`src/rcp_pkg.sv`:
```
/*
 * Shared constants and types for the receiver control pin block:
 * register offsets, field positions, reset values, timing and modes.
 * Assumes a 100 MHz APB clock and firmware that decodes the serial
 * sentences and reports them through the register file.
 */
package rcp_pkg;

  ////////////////////////////////////////////////////////////////////////
  // timing
  localparam int unsigned CLK_PERIOD_NS = 10;
  localparam int unsigned MS_NS = 1_000_000;
  localparam int unsigned MS_CYC = MS_NS / CLK_PERIOD_NS;
  localparam logic [11:0] CLR_SHORT_MS = 12'h05dc;
  localparam logic [11:0] CLR_LONG_MS = 12'h0bb8;
  localparam logic [11:0] CLR_SAT_MS = 12'h0bb9;
  localparam logic [2:0] POR_HOLD_CYC = 3'h7;

  ////////////////////////////////////////////////////////////////////////
  // register offsets
  localparam logic [11:0] REG_RUN_CTL = 12'h000;
  localparam logic [11:0] REG_PORT_CFG = 12'h004;
  localparam logic [11:0] REG_PPS_CFG = 12'h008;
  localparam logic [11:0] REG_FIX_CTL = 12'h00c;
  localparam logic [11:0] REG_STATUS = 12'h010;
  localparam logic [11:0] REG_IRQ_STAT = 12'h014;
  localparam logic [11:0] REG_IRQ_MASK = 12'h018;

  ////////////////////////////////////////////////////////////////////////
  // fields and reset values
  localparam int unsigned RUN_BIT = 0;
  localparam int unsigned FIX_VALID_BIT = 0;
  localparam int unsigned ALM_VALID_BIT = 1;
  localparam int unsigned PPS_EN_BIT = 0;
  localparam int unsigned PPS_WIDTH_LSB = 8;
  localparam logic [31:0] PORT_SET_A = 32'h0100_0802;
  localparam logic [31:0] PORT_SET_B = 32'h0100_0805;
  localparam logic [31:0] PPS_CFG_DEFAULT = 32'h0000_6401;
  localparam int unsigned IRQ_W = 4;
  localparam int unsigned IRQ_CLR_SHORT = 0;
  localparam int unsigned IRQ_ERASE = 1;
  localparam int unsigned IRQ_ENGINE = 2;
  localparam int unsigned IRQ_MANRST = 3;

  ////////////////////////////////////////////////////////////////////////
  // types
  typedef enum logic [2:0] {
    MODE_ACTIVE = 3'b001,
    MODE_POWER_SAVE = 3'b010,
    MODE_STANDBY = 3'b100
  } rcp_mode_t;

  typedef struct packed {
    logic engine_req;
    logic baud_sel;
    logic manual_rst_n;
    logic standby_n;
    logic clear_pos_n;
  } rcp_pins_t;

endpackage

```
`src/rcp_top.sv`:
```
/*
 * Control and status pin logic of the positioning receiver: engine
 * power control, stand-by, reset sources, serial port set selection,
 * pulse-per-second gating, almanac status, clear-position handling,
 * APB register file and interrupt.
 * Assumes pins are asynchronous to pclk, gnss_second_tick is a
 * one-cycle pulse on pclk, and firmware writes fix and almanac state.
 */
// Added by the designer: register access over APB and the placing of the registers.
`timescale 1ns/10ps

module rcp_top #(
  parameter int unsigned MS_CYCLES = rcp_pkg::MS_CYC
) (
  input wire logic pclk,
  input wire logic presetn,
  input wire logic psel,
  input wire logic penable,
  input wire logic pwrite,
  input wire logic [11:0] paddr,
  input wire logic [31:0] pwdata,
  output logic [31:0] prdata,
  output logic pready,
  output logic pslverr,
  input wire logic engine_power_req,
  input wire logic baud_set_select,
  input wire logic manual_reset_n,
  input wire logic standby_request_n,
  input wire logic clear_position_n,
  input wire logic gnss_second_tick,
  output logic pulse_second_out,
  output logic almanac_valid_out,
  output logic engine_enable,
  output logic rf_enable,
  output logic cpu_clock_enable,
  output logic [31:0] serial_port_cfg,
  output logic clear_position_pulse,
  output logic flash_erase_pulse,
  output logic flash_write_allow,
  output logic irq
);

  ////////////////////////////////////////////////////////////////////////
  // pin synchronisers; pull-ups make every pin idle high
  rcp_pkg::rcp_pins_t pin_raw;
  rcp_pkg::rcp_pins_t pin_s1;
  rcp_pkg::rcp_pins_t pin_s2;
  rcp_pkg::rcp_pins_t pin_s3;
  rcp_pkg::rcp_pins_t pins;

  assign pin_raw = '{engine_req: engine_power_req,
                     baud_sel: baud_set_select,
                     manual_rst_n: manual_reset_n,
                     standby_n: standby_request_n,
                     clear_pos_n: clear_position_n};

  for (genvar i = 0; i < $bits(rcp_pkg::rcp_pins_t); i++) begin : g_sync
    always_ff @(posedge pclk or negedge presetn) begin
      if (!presetn) begin
        pin_s1[i] <= 1'b1;
        pin_s2[i] <= 1'b1;
        pin_s3[i] <= 1'b1;
        pins[i] <= 1'b1;
      end else begin
        pin_s1[i] <= pin_raw[i];
        pin_s2[i] <= pin_s1[i];
        pin_s3[i] <= pin_s2[i];
        // change accepted only once stages two and three agree
        if (pin_s2[i] == pin_s3[i]) begin
          pins[i] <= pin_s3[i];
        end
      end
    end
  end

  ////////////////////////////////////////////////////////////////////////
  // reset condition: held a few cycles after power-on so the
  // synchronisers have settled before the straps are sampled
  logic [2:0] por_cnt;
  logic reset_cond;
  logic man_prev;

  always_ff @(posedge pclk or negedge presetn) begin
    if (!presetn) begin
      por_cnt <= 3'h0;
    end else if (por_cnt != rcp_pkg::POR_HOLD_CYC) begin
      por_cnt <= por_cnt + 3'h1;
    end
  end

  assign reset_cond = (por_cnt != rcp_pkg::POR_HOLD_CYC) |
                      ~pins.manual_rst_n;

  always_ff @(posedge pclk or negedge presetn) begin
    if (!presetn) begin
      man_prev <= 1'b1;
    end else begin
      man_prev <= pins.manual_rst_n;
    end
  end

  ////////////////////////////////////////////////////////////////////////
  // millisecond enable
  logic [31:0] ms_cnt;
  logic ms_tick;

  always_ff @(posedge pclk or negedge presetn) begin
    if (!presetn) begin
      ms_cnt <= 32'h0000_0000;
      ms_tick <= 1'b0;
    end else if (ms_cnt == 32'(MS_CYCLES - 1)) begin
      ms_cnt <= 32'h0000_0000;
      ms_tick <= 1'b1;
    end else begin
      ms_cnt <= ms_cnt + 32'h0000_0001;
      ms_tick <= 1'b0;
    end
  end

  ////////////////////////////////////////////////////////////////////////
  // APB slave: zero wait, data captured in setup so it leaves a flop
  logic setup_ph;
  logic access_ph;
  logic wr_en;
  logic addr_ok;
  logic [31:0] rd_val;
  logic [31:0] pps_cfg;
  logic fix_valid;
  logic alm_valid;
  logic engine_on;
  logic baud_latched;
  logic [rcp_pkg::IRQ_W-1:0] irq_stat;
  logic [rcp_pkg::IRQ_W-1:0] irq_mask;
  rcp_pkg::rcp_mode_t mode;

  assign setup_ph = psel & ~penable;
  assign access_ph = psel & penable & pready;
  assign wr_en = access_ph & pwrite & ~pslverr;

  always_comb begin
    rd_val = 32'h0000_0000;
    addr_ok = 1'b1;
    if (paddr == rcp_pkg::REG_RUN_CTL) begin
      rd_val[rcp_pkg::RUN_BIT] = engine_on;
    end else if (paddr == rcp_pkg::REG_PORT_CFG) begin
      rd_val = serial_port_cfg;
    end else if (paddr == rcp_pkg::REG_PPS_CFG) begin
      rd_val = pps_cfg;
    end else if (paddr == rcp_pkg::REG_FIX_CTL) begin
      rd_val[rcp_pkg::FIX_VALID_BIT] = fix_valid;
      rd_val[rcp_pkg::ALM_VALID_BIT] = alm_valid;
    end else if (paddr == rcp_pkg::REG_STATUS) begin
      rd_val[7:0] = {flash_write_allow, mode, baud_latched,
                     almanac_valid_out, pulse_second_out, engine_on};
    end else if (paddr == rcp_pkg::REG_IRQ_STAT) begin
      rd_val[rcp_pkg::IRQ_W-1:0] = irq_stat;
    end else if (paddr == rcp_pkg::REG_IRQ_MASK) begin
      rd_val[rcp_pkg::IRQ_W-1:0] = irq_mask;
    end else begin
      addr_ok = 1'b0;
    end
  end

  always_ff @(posedge pclk or negedge presetn) begin
    if (!presetn) begin
      pready <= 1'b0;
      pslverr <= 1'b0;
      prdata <= 32'h0000_0000;
    end else if (setup_ph) begin
      pready <= 1'b1;
      pslverr <= ~addr_ok;
      prdata <= rd_val;
    end else begin
      pready <= 1'b0;
      pslverr <= 1'b0;
    end
  end

  ////////////////////////////////////////////////////////////////////////
  // firmware-owned state: fix and almanac verdicts, pulse config
  always_ff @(posedge pclk or negedge presetn) begin
    if (!presetn) begin
      fix_valid <= 1'b0;
      alm_valid <= 1'b0;
    end else if (reset_cond) begin
      fix_valid <= 1'b0;
      alm_valid <= 1'b0;
    end else if (wr_en && paddr == rcp_pkg::REG_FIX_CTL) begin
      fix_valid <= pwdata[rcp_pkg::FIX_VALID_BIT];
      alm_valid <= pwdata[rcp_pkg::ALM_VALID_BIT];
    end
  end

  always_ff @(posedge pclk or negedge presetn) begin
    if (!presetn) begin
      pps_cfg <= rcp_pkg::PPS_CFG_DEFAULT;
    end else if (reset_cond) begin
      pps_cfg <= rcp_pkg::PPS_CFG_DEFAULT;
    end else if (wr_en && paddr == rcp_pkg::REG_PPS_CFG) begin
      pps_cfg <= pwdata;
    end
  end

  ////////////////////////////////////////////////////////////////////////
  // serial port settings; the port has no handshake lines, so the
  // settings carry no flow-control field
  always_ff @(posedge pclk or negedge presetn) begin
    if (!presetn) begin
      serial_port_cfg <= rcp_pkg::PORT_SET_A;
      baud_latched <= 1'b0;
    end else if (reset_cond) begin
      serial_port_cfg <= pins.baud_sel ? rcp_pkg::PORT_SET_B
                                       : rcp_pkg::PORT_SET_A;
      baud_latched <= pins.baud_sel;
    end else if (wr_en && paddr == rcp_pkg::REG_PORT_CFG) begin
      serial_port_cfg <= pwdata;
    end
  end

  ////////////////////////////////////////////////////////////////////////
  // engine power
  logic eng_prev;
  logic eng_rise;
  logic eng_fall;
  logic run_wr;

  always_ff @(posedge pclk or negedge presetn) begin
    if (!presetn) begin
      eng_prev <= 1'b1;
    end else begin
      eng_prev <= pins.engine_req;
    end
  end

  assign eng_rise = pins.engine_req & ~eng_prev;
  assign eng_fall = ~pins.engine_req & eng_prev;
  assign run_wr = wr_en && paddr == rcp_pkg::REG_RUN_CTL;

  always_ff @(posedge pclk or negedge presetn) begin
    if (!presetn) begin
      engine_on <= 1'b0;
    end else if (reset_cond) begin
      engine_on <= pins.engine_req;
    end else if (eng_rise) begin
      engine_on <= 1'b1;
    end else if (eng_fall) begin
      engine_on <= 1'b0;
    end else if (run_wr && !pins.engine_req) begin
      // the sentence only overrides while the pin is low
      engine_on <= pwdata[rcp_pkg::RUN_BIT];
    end
  end

  ////////////////////////////////////////////////////////////////////////
  // operating mode and power gating
  always_ff @(posedge pclk or negedge presetn) begin
    if (!presetn) begin
      mode <= rcp_pkg::MODE_POWER_SAVE;
    end else if (!pins.standby_n) begin
      mode <= rcp_pkg::MODE_STANDBY;
    end else if (engine_on && !reset_cond) begin
      // not active until the straps have settled: no engine glitch
      mode <= rcp_pkg::MODE_ACTIVE;
    end else begin
      mode <= rcp_pkg::MODE_POWER_SAVE;
    end
  end

  always_ff @(posedge pclk or negedge presetn) begin
    if (!presetn) begin
      rf_enable <= 1'b0;
      engine_enable <= 1'b0;
      cpu_clock_enable <= 1'b1;
    end else begin
      case (mode)
        rcp_pkg::MODE_ACTIVE: begin
          rf_enable <= 1'b1;
          engine_enable <= 1'b1;
          cpu_clock_enable <= 1'b1;
        end
        rcp_pkg::MODE_STANDBY: begin
          rf_enable <= 1'b0;
          engine_enable <= 1'b0;
          cpu_clock_enable <= 1'b0;
        end
        default: begin
          rf_enable <= 1'b0;
          engine_enable <= 1'b0;
          cpu_clock_enable <= 1'b1;
        end
      endcase
    end
  end

  ////////////////////////////////////////////////////////////////////////
  // almanac status, meaningful in active mode only
  always_ff @(posedge pclk or negedge presetn) begin
    if (!presetn) begin
      almanac_valid_out <= 1'b0;
    end else begin
      almanac_valid_out <= alm_valid &&
                           mode == rcp_pkg::MODE_ACTIVE;
    end
  end

  ////////////////////////////////////////////////////////////////////////
  // pulse per second; width counted in milliseconds
  logic pps_allowed;
  logic [7:0] pps_left;
  logic [7:0] pps_width;

  assign pps_allowed = fix_valid && mode == rcp_pkg::MODE_ACTIVE;
  assign pps_width = pps_cfg[rcp_pkg::PPS_WIDTH_LSB +: 8];

  always_ff @(posedge pclk or negedge presetn) begin
    if (!presetn) begin
      pulse_second_out <= 1'b0;
      pps_left <= 8'h00;
    end else if (!pps_allowed) begin
      pulse_second_out <= 1'b0;
      pps_left <= 8'h00;
    end else if (gnss_second_tick && pps_cfg[rcp_pkg::PPS_EN_BIT]) begin
      pulse_second_out <= 1'b1;
      // a zero width would never show, so it counts as one
      pps_left <= (pps_width == 8'h00) ? 8'h01 : pps_width;
    end else if (ms_tick && pulse_second_out) begin
      if (pps_left <= 8'h01) begin
        pulse_second_out <= 1'b0;
      end
      pps_left <= pps_left - 8'h01;
    end
  end

  ////////////////////////////////////////////////////////////////////////
  // clear-position press length
  logic [11:0] clr_ms;
  logic clr_prev;
  logic clr_release;
  logic clr_short;
  logic clr_long_hit;

  always_ff @(posedge pclk or negedge presetn) begin
    if (!presetn) begin
      clr_ms <= 12'h000;
      clr_prev <= 1'b1;
    end else begin
      clr_prev <= pins.clear_pos_n;
      if (pins.clear_pos_n && clr_prev) begin
        clr_ms <= 12'h000;
      end else if (!pins.clear_pos_n && ms_tick &&
                   clr_ms != rcp_pkg::CLR_SAT_MS) begin
        clr_ms <= clr_ms + 12'h001;
      end
    end
  end

  assign clr_release = pins.clear_pos_n & ~clr_prev;
  // presses from 1.5 s up to the erase point fall in neither class
  assign clr_short = clr_ms < rcp_pkg::CLR_SHORT_MS;
  assign clr_long_hit = !pins.clear_pos_n && ms_tick &&
                        clr_ms == rcp_pkg::CLR_LONG_MS;

  always_ff @(posedge pclk or negedge presetn) begin
    if (!presetn) begin
      clear_position_pulse <= 1'b0;
      flash_erase_pulse <= 1'b0;
    end else begin
      clear_position_pulse <= clr_release && clr_short &&
                              !fix_valid;
      flash_erase_pulse <= clr_long_hit;
    end
  end

  // a cleared position is not trusted for backup until a fresh fix
  always_ff @(posedge pclk or negedge presetn) begin
    if (!presetn) begin
      flash_write_allow <= 1'b1;
    end else if (clear_position_pulse || flash_erase_pulse) begin
      flash_write_allow <= 1'b0;
    end else if (fix_valid) begin
      flash_write_allow <= 1'b1;
    end
  end

  ////////////////////////////////////////////////////////////////////////
  // interrupts: read clears only bits returned, so a set wins
  logic [rcp_pkg::IRQ_W-1:0] irq_evt;
  logic [rcp_pkg::IRQ_W-1:0] irq_rdclr;

  always_comb begin
    irq_evt = '0;
    irq_evt[rcp_pkg::IRQ_CLR_SHORT] = clear_position_pulse;
    irq_evt[rcp_pkg::IRQ_ERASE] = flash_erase_pulse;
    // filter settling after reset is not a pin edge
    irq_evt[rcp_pkg::IRQ_ENGINE] = (eng_rise | eng_fall) & ~reset_cond;
    irq_evt[rcp_pkg::IRQ_MANRST] = ~pins.manual_rst_n & man_prev;
    irq_rdclr = '0;
    if (access_ph && !pwrite && paddr == rcp_pkg::REG_IRQ_STAT) begin
      irq_rdclr = prdata[rcp_pkg::IRQ_W-1:0];
    end
  end

  always_ff @(posedge pclk or negedge presetn) begin
    if (!presetn) begin
      irq_stat <= '0;
    end else begin
      irq_stat <= (irq_stat & ~irq_rdclr) | irq_evt;
    end
  end

  always_ff @(posedge pclk or negedge presetn) begin
    if (!presetn) begin
      irq_mask <= '0;
    end else if (wr_en && paddr == rcp_pkg::REG_IRQ_MASK) begin
      irq_mask <= pwdata[rcp_pkg::IRQ_W-1:0];
    end
  end

  always_ff @(posedge pclk or negedge presetn) begin
    if (!presetn) begin
      irq <= 1'b0;
    end else begin
      irq <= |(irq_stat & irq_mask);
    end
  end
endmodule

```
`config.mk`:
```
export PLATFORM = sky130hd
export DESIGN_NAME = rcp_top
export DESIGN_NICKNAME = d
export VERILOG_FILES = /design/src/rcp_pkg.sv /design/src/rcp_top.sv
export SDC_FILE = /design/constraint.sdc
export NUM_CORES = 1
export LEC_CHECK = 0
export ABC_AREA = 1
export BUFFER_PORTS_ARGS = -buffer_cell sky130_fd_sc_hd__clkbuf_2
export CAP_MARGIN = 5
export CORE_ASPECT_RATIO = 1.2
export CORE_MARGIN = 8
export CORE_UTILIZATION = 55
export DETAILED_ROUTE_END_ITERATION = 8
export PLACE_DENSITY = 0.75
export SYNTH_ARGS = -nofsm -noshare
export SYNTH_HDL_FRONTEND = slang
export SYNTH_SLANG_ARGS = --single-unit
```
`constraint.sdc`:
```
create_clock -name pclk -period 2 [get_ports pclk]
set_input_delay 0.3 -clock pclk [delete_from_list [all_inputs] [get_ports pclk]]
set_output_delay 0.3 -clock pclk [all_outputs]
set_load 0.03 [all_outputs]
```
==> impl_summary.log <==
INFO  metric status = complete, no violations
INFO  metric relSlewSlack = 62.3%
INFO  metric worst_path_max_delay_cell = sky130_fd_sc_hd__dfrtp_1
INFO  metric number_of_buffers_added_on_ports = 129
INFO  metric regToRegSetupSlack = approximately 0.12 ns
INFO  metric crit_path_end_kind = flip-flop
INFO  metric power.sequential.fraction = 50.8%
INFO  metric synth-async-reset-ratio = 100%
INFO  metric post_route_cells_drive_above_1_share = 21.8%
INFO  metric max_freq = 532 MHz
INFO  metric layout_filler_cell_count = around 1,400
INFO  metric total_wire_length_after_detailed_routing = ~24,000 microns
INFO  metric die_h = around 160 microns
INFO  metric synth_area = 0.00940 sq mm
INFO  metric class_of_the_tightest_hold_or_removal_check = in2reg
INFO  metric grt_max_degree = 56
INFO  metric hold_violations = 0
INFO  metric grt_first_pass_wirelength = 40,300 microns
INFO  metric cp.arrival = 2.23 ns
INFO  metric clkSinkCount = 200
INFO  metric sequential_cell_area = 0.00505 sq mm
INFO  metric multi_input_comb_area = ~0.0035 sq mm
INFO  metric insertedDiodeCount = 0
INFO  metric finish.net_count = 1,294
INFO  metric setup_repair_after_global_routing_missed_its_margin = false
INFO  metric internal_power = 6110 uW
INFO  metric io_pins = between 100 and 150
INFO  metric powerDensity = around 760 mW/mm^2
INFO  metric initial_cell_density_of_the_core = 56.0%
INFO  metric clk-insertion-delay-late = 0.45 ns
INFO  metric mostFrequentLayoutCells = sky130_fd_sc_hd__nand2_1 (237), sky130_fd_sc_hd__inv_1 (173), sky130_fd_sc_hd__dfrtp_1 (167)
INFO  metric finalCritPeriodShare = 93.9%
INFO  metric final_max_slew_viol_count = 0
INFO  metric cts_max_level = 4
INFO  metric place_hpwl = ~18,000 microns
INFO  metric yosys_register_bits = 200
INFO  metric setup_viol = 0
INFO  metric netlist_cell_types = 50
INFO  metric total_congestion_overflow = 0
INFO  metric ys.flop_type = sky130_fd_sc_hd__dfrtp_1
INFO  metric setup.worst_path.class = reg2reg
INFO  metric cellLeakagePower = 0.00558 uW
INFO  metric first_global_vias = 8,098
INFO  metric timing.critical_path.cells = nand2_1 > nor2_1 > nand2_1 > inv_1 > nand2_2 > nor2_2 > inv_2 > o22ai_1
INFO  metric syn_inst = 1,072
INFO  metric starting_drt_drc_count = around 540
INFO  metric post-route-min-period = ~1.9 ns
INFO  metric max_cap_viol_count = 0
INFO  metric cts_buffer_depth = 2
INFO  metric grt_antenna_before_repair = 0
INFO  metric synth.yosys.warnings = 0
INFO  metric chipWidth = 135 microns
INFO  metric final_worst_setup_slack = 0.122 ns
INFO  metric worst_path_largest_cell_delay = between 0.3 and 0.4 ns
INFO  metric syn-mean-instance-area = around 9 sq um
INFO  metric comb_power_share = 8.5%
INFO  metric core_area = 0.0168 sq mm
INFO  metric final_common_cell = sky130_fd_sc_hd__nand2_1
INFO  metric worst_ep_required_time = ~2.4 ns
INFO  metric swShare = 27.8%
INFO  metric routabilityCongestion = 0.923
INFO  metric sum_of_negative_setup_slack = 0 ns
INFO  metric post-route-drc-count = 0
INFO  metric switching_power = 2360 uW
INFO  metric syn_nets = 1,137
INFO  metric dp_slack = 0.0699 ns
INFO  metric synth-seq-area-share = 53.7%
INFO  metric tightest_slew = 0.565 ns
INFO  metric routed-via-count = 7,940
INFO  metric antenna_violating_nets_post_route = 0
INFO  metric p_clk_share = 40.7%
INFO  metric fin_skew = 0.0154 ns
INFO  metric route.detailed.wl_per_inst = 16.7 microns
INFO  metric globalRouteTotalUtil = 23.3%
INFO  metric cts_tree = yes
INFO  metric irDropWorstVdd = 570 uV
INFO  metric cts.root.buffer_cell = sky130_fd_sc_hd__clkbuf_16
INFO  metric synth_enable_flop_cells = 0
INFO  metric clk_pin_slew_worst_paths = 0.08 ns
INFO  metric worst_path_most_repeated_cell = sky130_fd_sc_hd__nand2_1
INFO  metric inserted_clock_buffers = 17
INFO  metric std_cell_rows = 52
INFO  metric via_per_inst = ~5.4
INFO  metric drtPass1Iterations = 5
INFO  metric overall_power = 8460 uW
INFO  metric start_kind = flip-flop
INFO  metric die_area = 0.0216 sq mm
INFO  metric synthToLayoutAreaGrowth = 18.2%
INFO  metric post-cts-setup-buffer-count = 0
INFO  metric worstPathMaxFanout = 22
==> path summary, 6_finish.rpt <==
check | cells past startpoint | startpoint | endpoint
min in group asynchronous | 2 | presetn | prdata[30]
min reg2reg | 0 | pin_s1[0] | pin_s2[0]
min | 3 | pwdata[8] | serial_port_cfg[8]
max | 8 | pready | serial_port_cfg[12]
max in group asynchronous | 3 | presetn | cpu_clock_enable
max reg2reg | 8 | pready | serial_port_cfg[12]
==> routing by layer <==
metal / vias to the layer above / wire [microns] / global-route usage [%] / part of all wire, %
li1: 3817 / - / - / -
met4: 0 / 762 / 10.7 / 3.1
met5: - / 0 / 0 / 0
met2: 266 / 12500 / 39.8 / 51
met3: 52 / 1380 / 4.26 / 5.7
met1: 3805 / 9740 / 27.6 / 40
==> registers in the layout, indices dropped and copies added, names as in the netlist, 4 cells and up <==
signal and cells:
ms_cnt 32, pps_cfg 32, prdata 32, serial_port_cfg 32, clr_ms 12, pps_left 8
pin_s1 5, pin_s2 5, pin_s3 5, pins 5, irq_mask 4, irq_stat 4
==> power by group through the flow <==
stage / Sequential (uW) / Clock [uW] / Combinational [uW]
after detailed placement: 4380 / 0 / 713
after global placement: 4370 / 0 / 699
after CTS: 4300 / 3510 / 726
after floorplan: 4430 / 0 / 309
after global routing: 4310 / 3660 / 795
final: 4300 / 3440 / 720
==> area by class of cell <==
class                      count  area share (%)
clock buffer                  17            3.83
sequential                   200            45.4
clock inverter                15            1.59
inverter                     182            6.18
tap                          216            2.43
multi-input combinational    663            31.6
timing repair buffer         165            8.94
==> timing repair <==
item,4_1_cts,5_1_grt
resized for setup,0,4
hold buffers,6,0
setup endpoints to repair,0,44
endpoints found under the hold margin,55,0
==> cell usage after synthesis (3+ instances only) <==
master,n,area (sq um)
sky130_fd_sc_hd__nand2_1,238,893
sky130_fd_sc_hd__nor4_1,13,81.3
sky130_fd_sc_hd__o21ai_1,12,60.1
sky130_fd_sc_hd__nand3_1,39,195
sky130_fd_sc_hd__nor2_2,4,25.0
sky130_fd_sc_hd__nor3_1,26,130
sky130_fd_sc_hd__inv_1,173,649
sky130_fd_sc_hd__nor2_1,77,289
sky130_fd_sc_hd__or2_2,4,25.0
sky130_fd_sc_hd__dfstp_2,33,867
sky130_fd_sc_hd__clkbuf_1,7,26.3
sky130_fd_sc_hd__a32o_1,3,30.0
sky130_fd_sc_hd__o22ai_1,62,388
sky130_fd_sc_hd__maj3_1,5,50.1
sky130_fd_sc_hd__o21ai_0,36,180
sky130_fd_sc_hd__o21ai_2,9,78.8
sky130_fd_sc_hd__nor3b_1,4,30.0
sky130_fd_sc_hd__dfrtp_1,167,4180
sky130_fd_sc_hd__buf_4,3,22.5
sky130_fd_sc_hd__a22o_1,3,26.3
sky130_fd_sc_hd__buf_2,10,50.1
sky130_fd_sc_hd__nand4_1,34,213
sky130_fd_sc_hd__a22oi_2,3,37.5
sky130_fd_sc_hd__ha_1,10,125
sky130_fd_sc_hd__nand2_2,6,37.5
sky130_fd_sc_hd__xor2_1,26,228
sky130_fd_sc_hd__inv_2,7,26.3
sky130_fd_sc_hd__a22oi_1,5,37.5
sky130_fd_sc_hd__buf_6,5,56.3
sky130_fd_sc_hd__xnor2_1,5,43.8
sky130_fd_sc_hd__a21oi_1,16,80.1
==> metrics by stage <==
step	hold slack [ns]	instances	util (%)	area, sq um
6_report	0.112	1458	66.2	11100
5_1_grt	0.113	1458	66.2	11100
4_1_cts	0.0970	1458	66.1	11100
3_5_place_dp	0.304	1420	62.2	10400
3_3_place_gp	0.300	1420	62.2	10400
2_1_floorplan	0.00441	1072	-	9400
==> cells by family (layout without fill, tap and decap cells) <==
logic type      after synthesis  after routing  share of synthesized area [%]
flops                       200            200                           53.7
fa+ha+maj                    15             15                           1.86
simple gates                454            454                           21.5
buf+inv                     209            379                           9.01
compound gates              161            161                           10.8
mux                           2              2                          0.240
xor+xnor                     31             31                           2.89
==> critical path: cells and delay by family, from the launching register on <==
family,cells,cell delay (ns)
AOI/OAI and AO/OA,1,0.21
buffers and inverters,2,0.43
DFF,1,0.35
and+or+nand+nor,5,0.81
(Power assumes the default switching activity.)
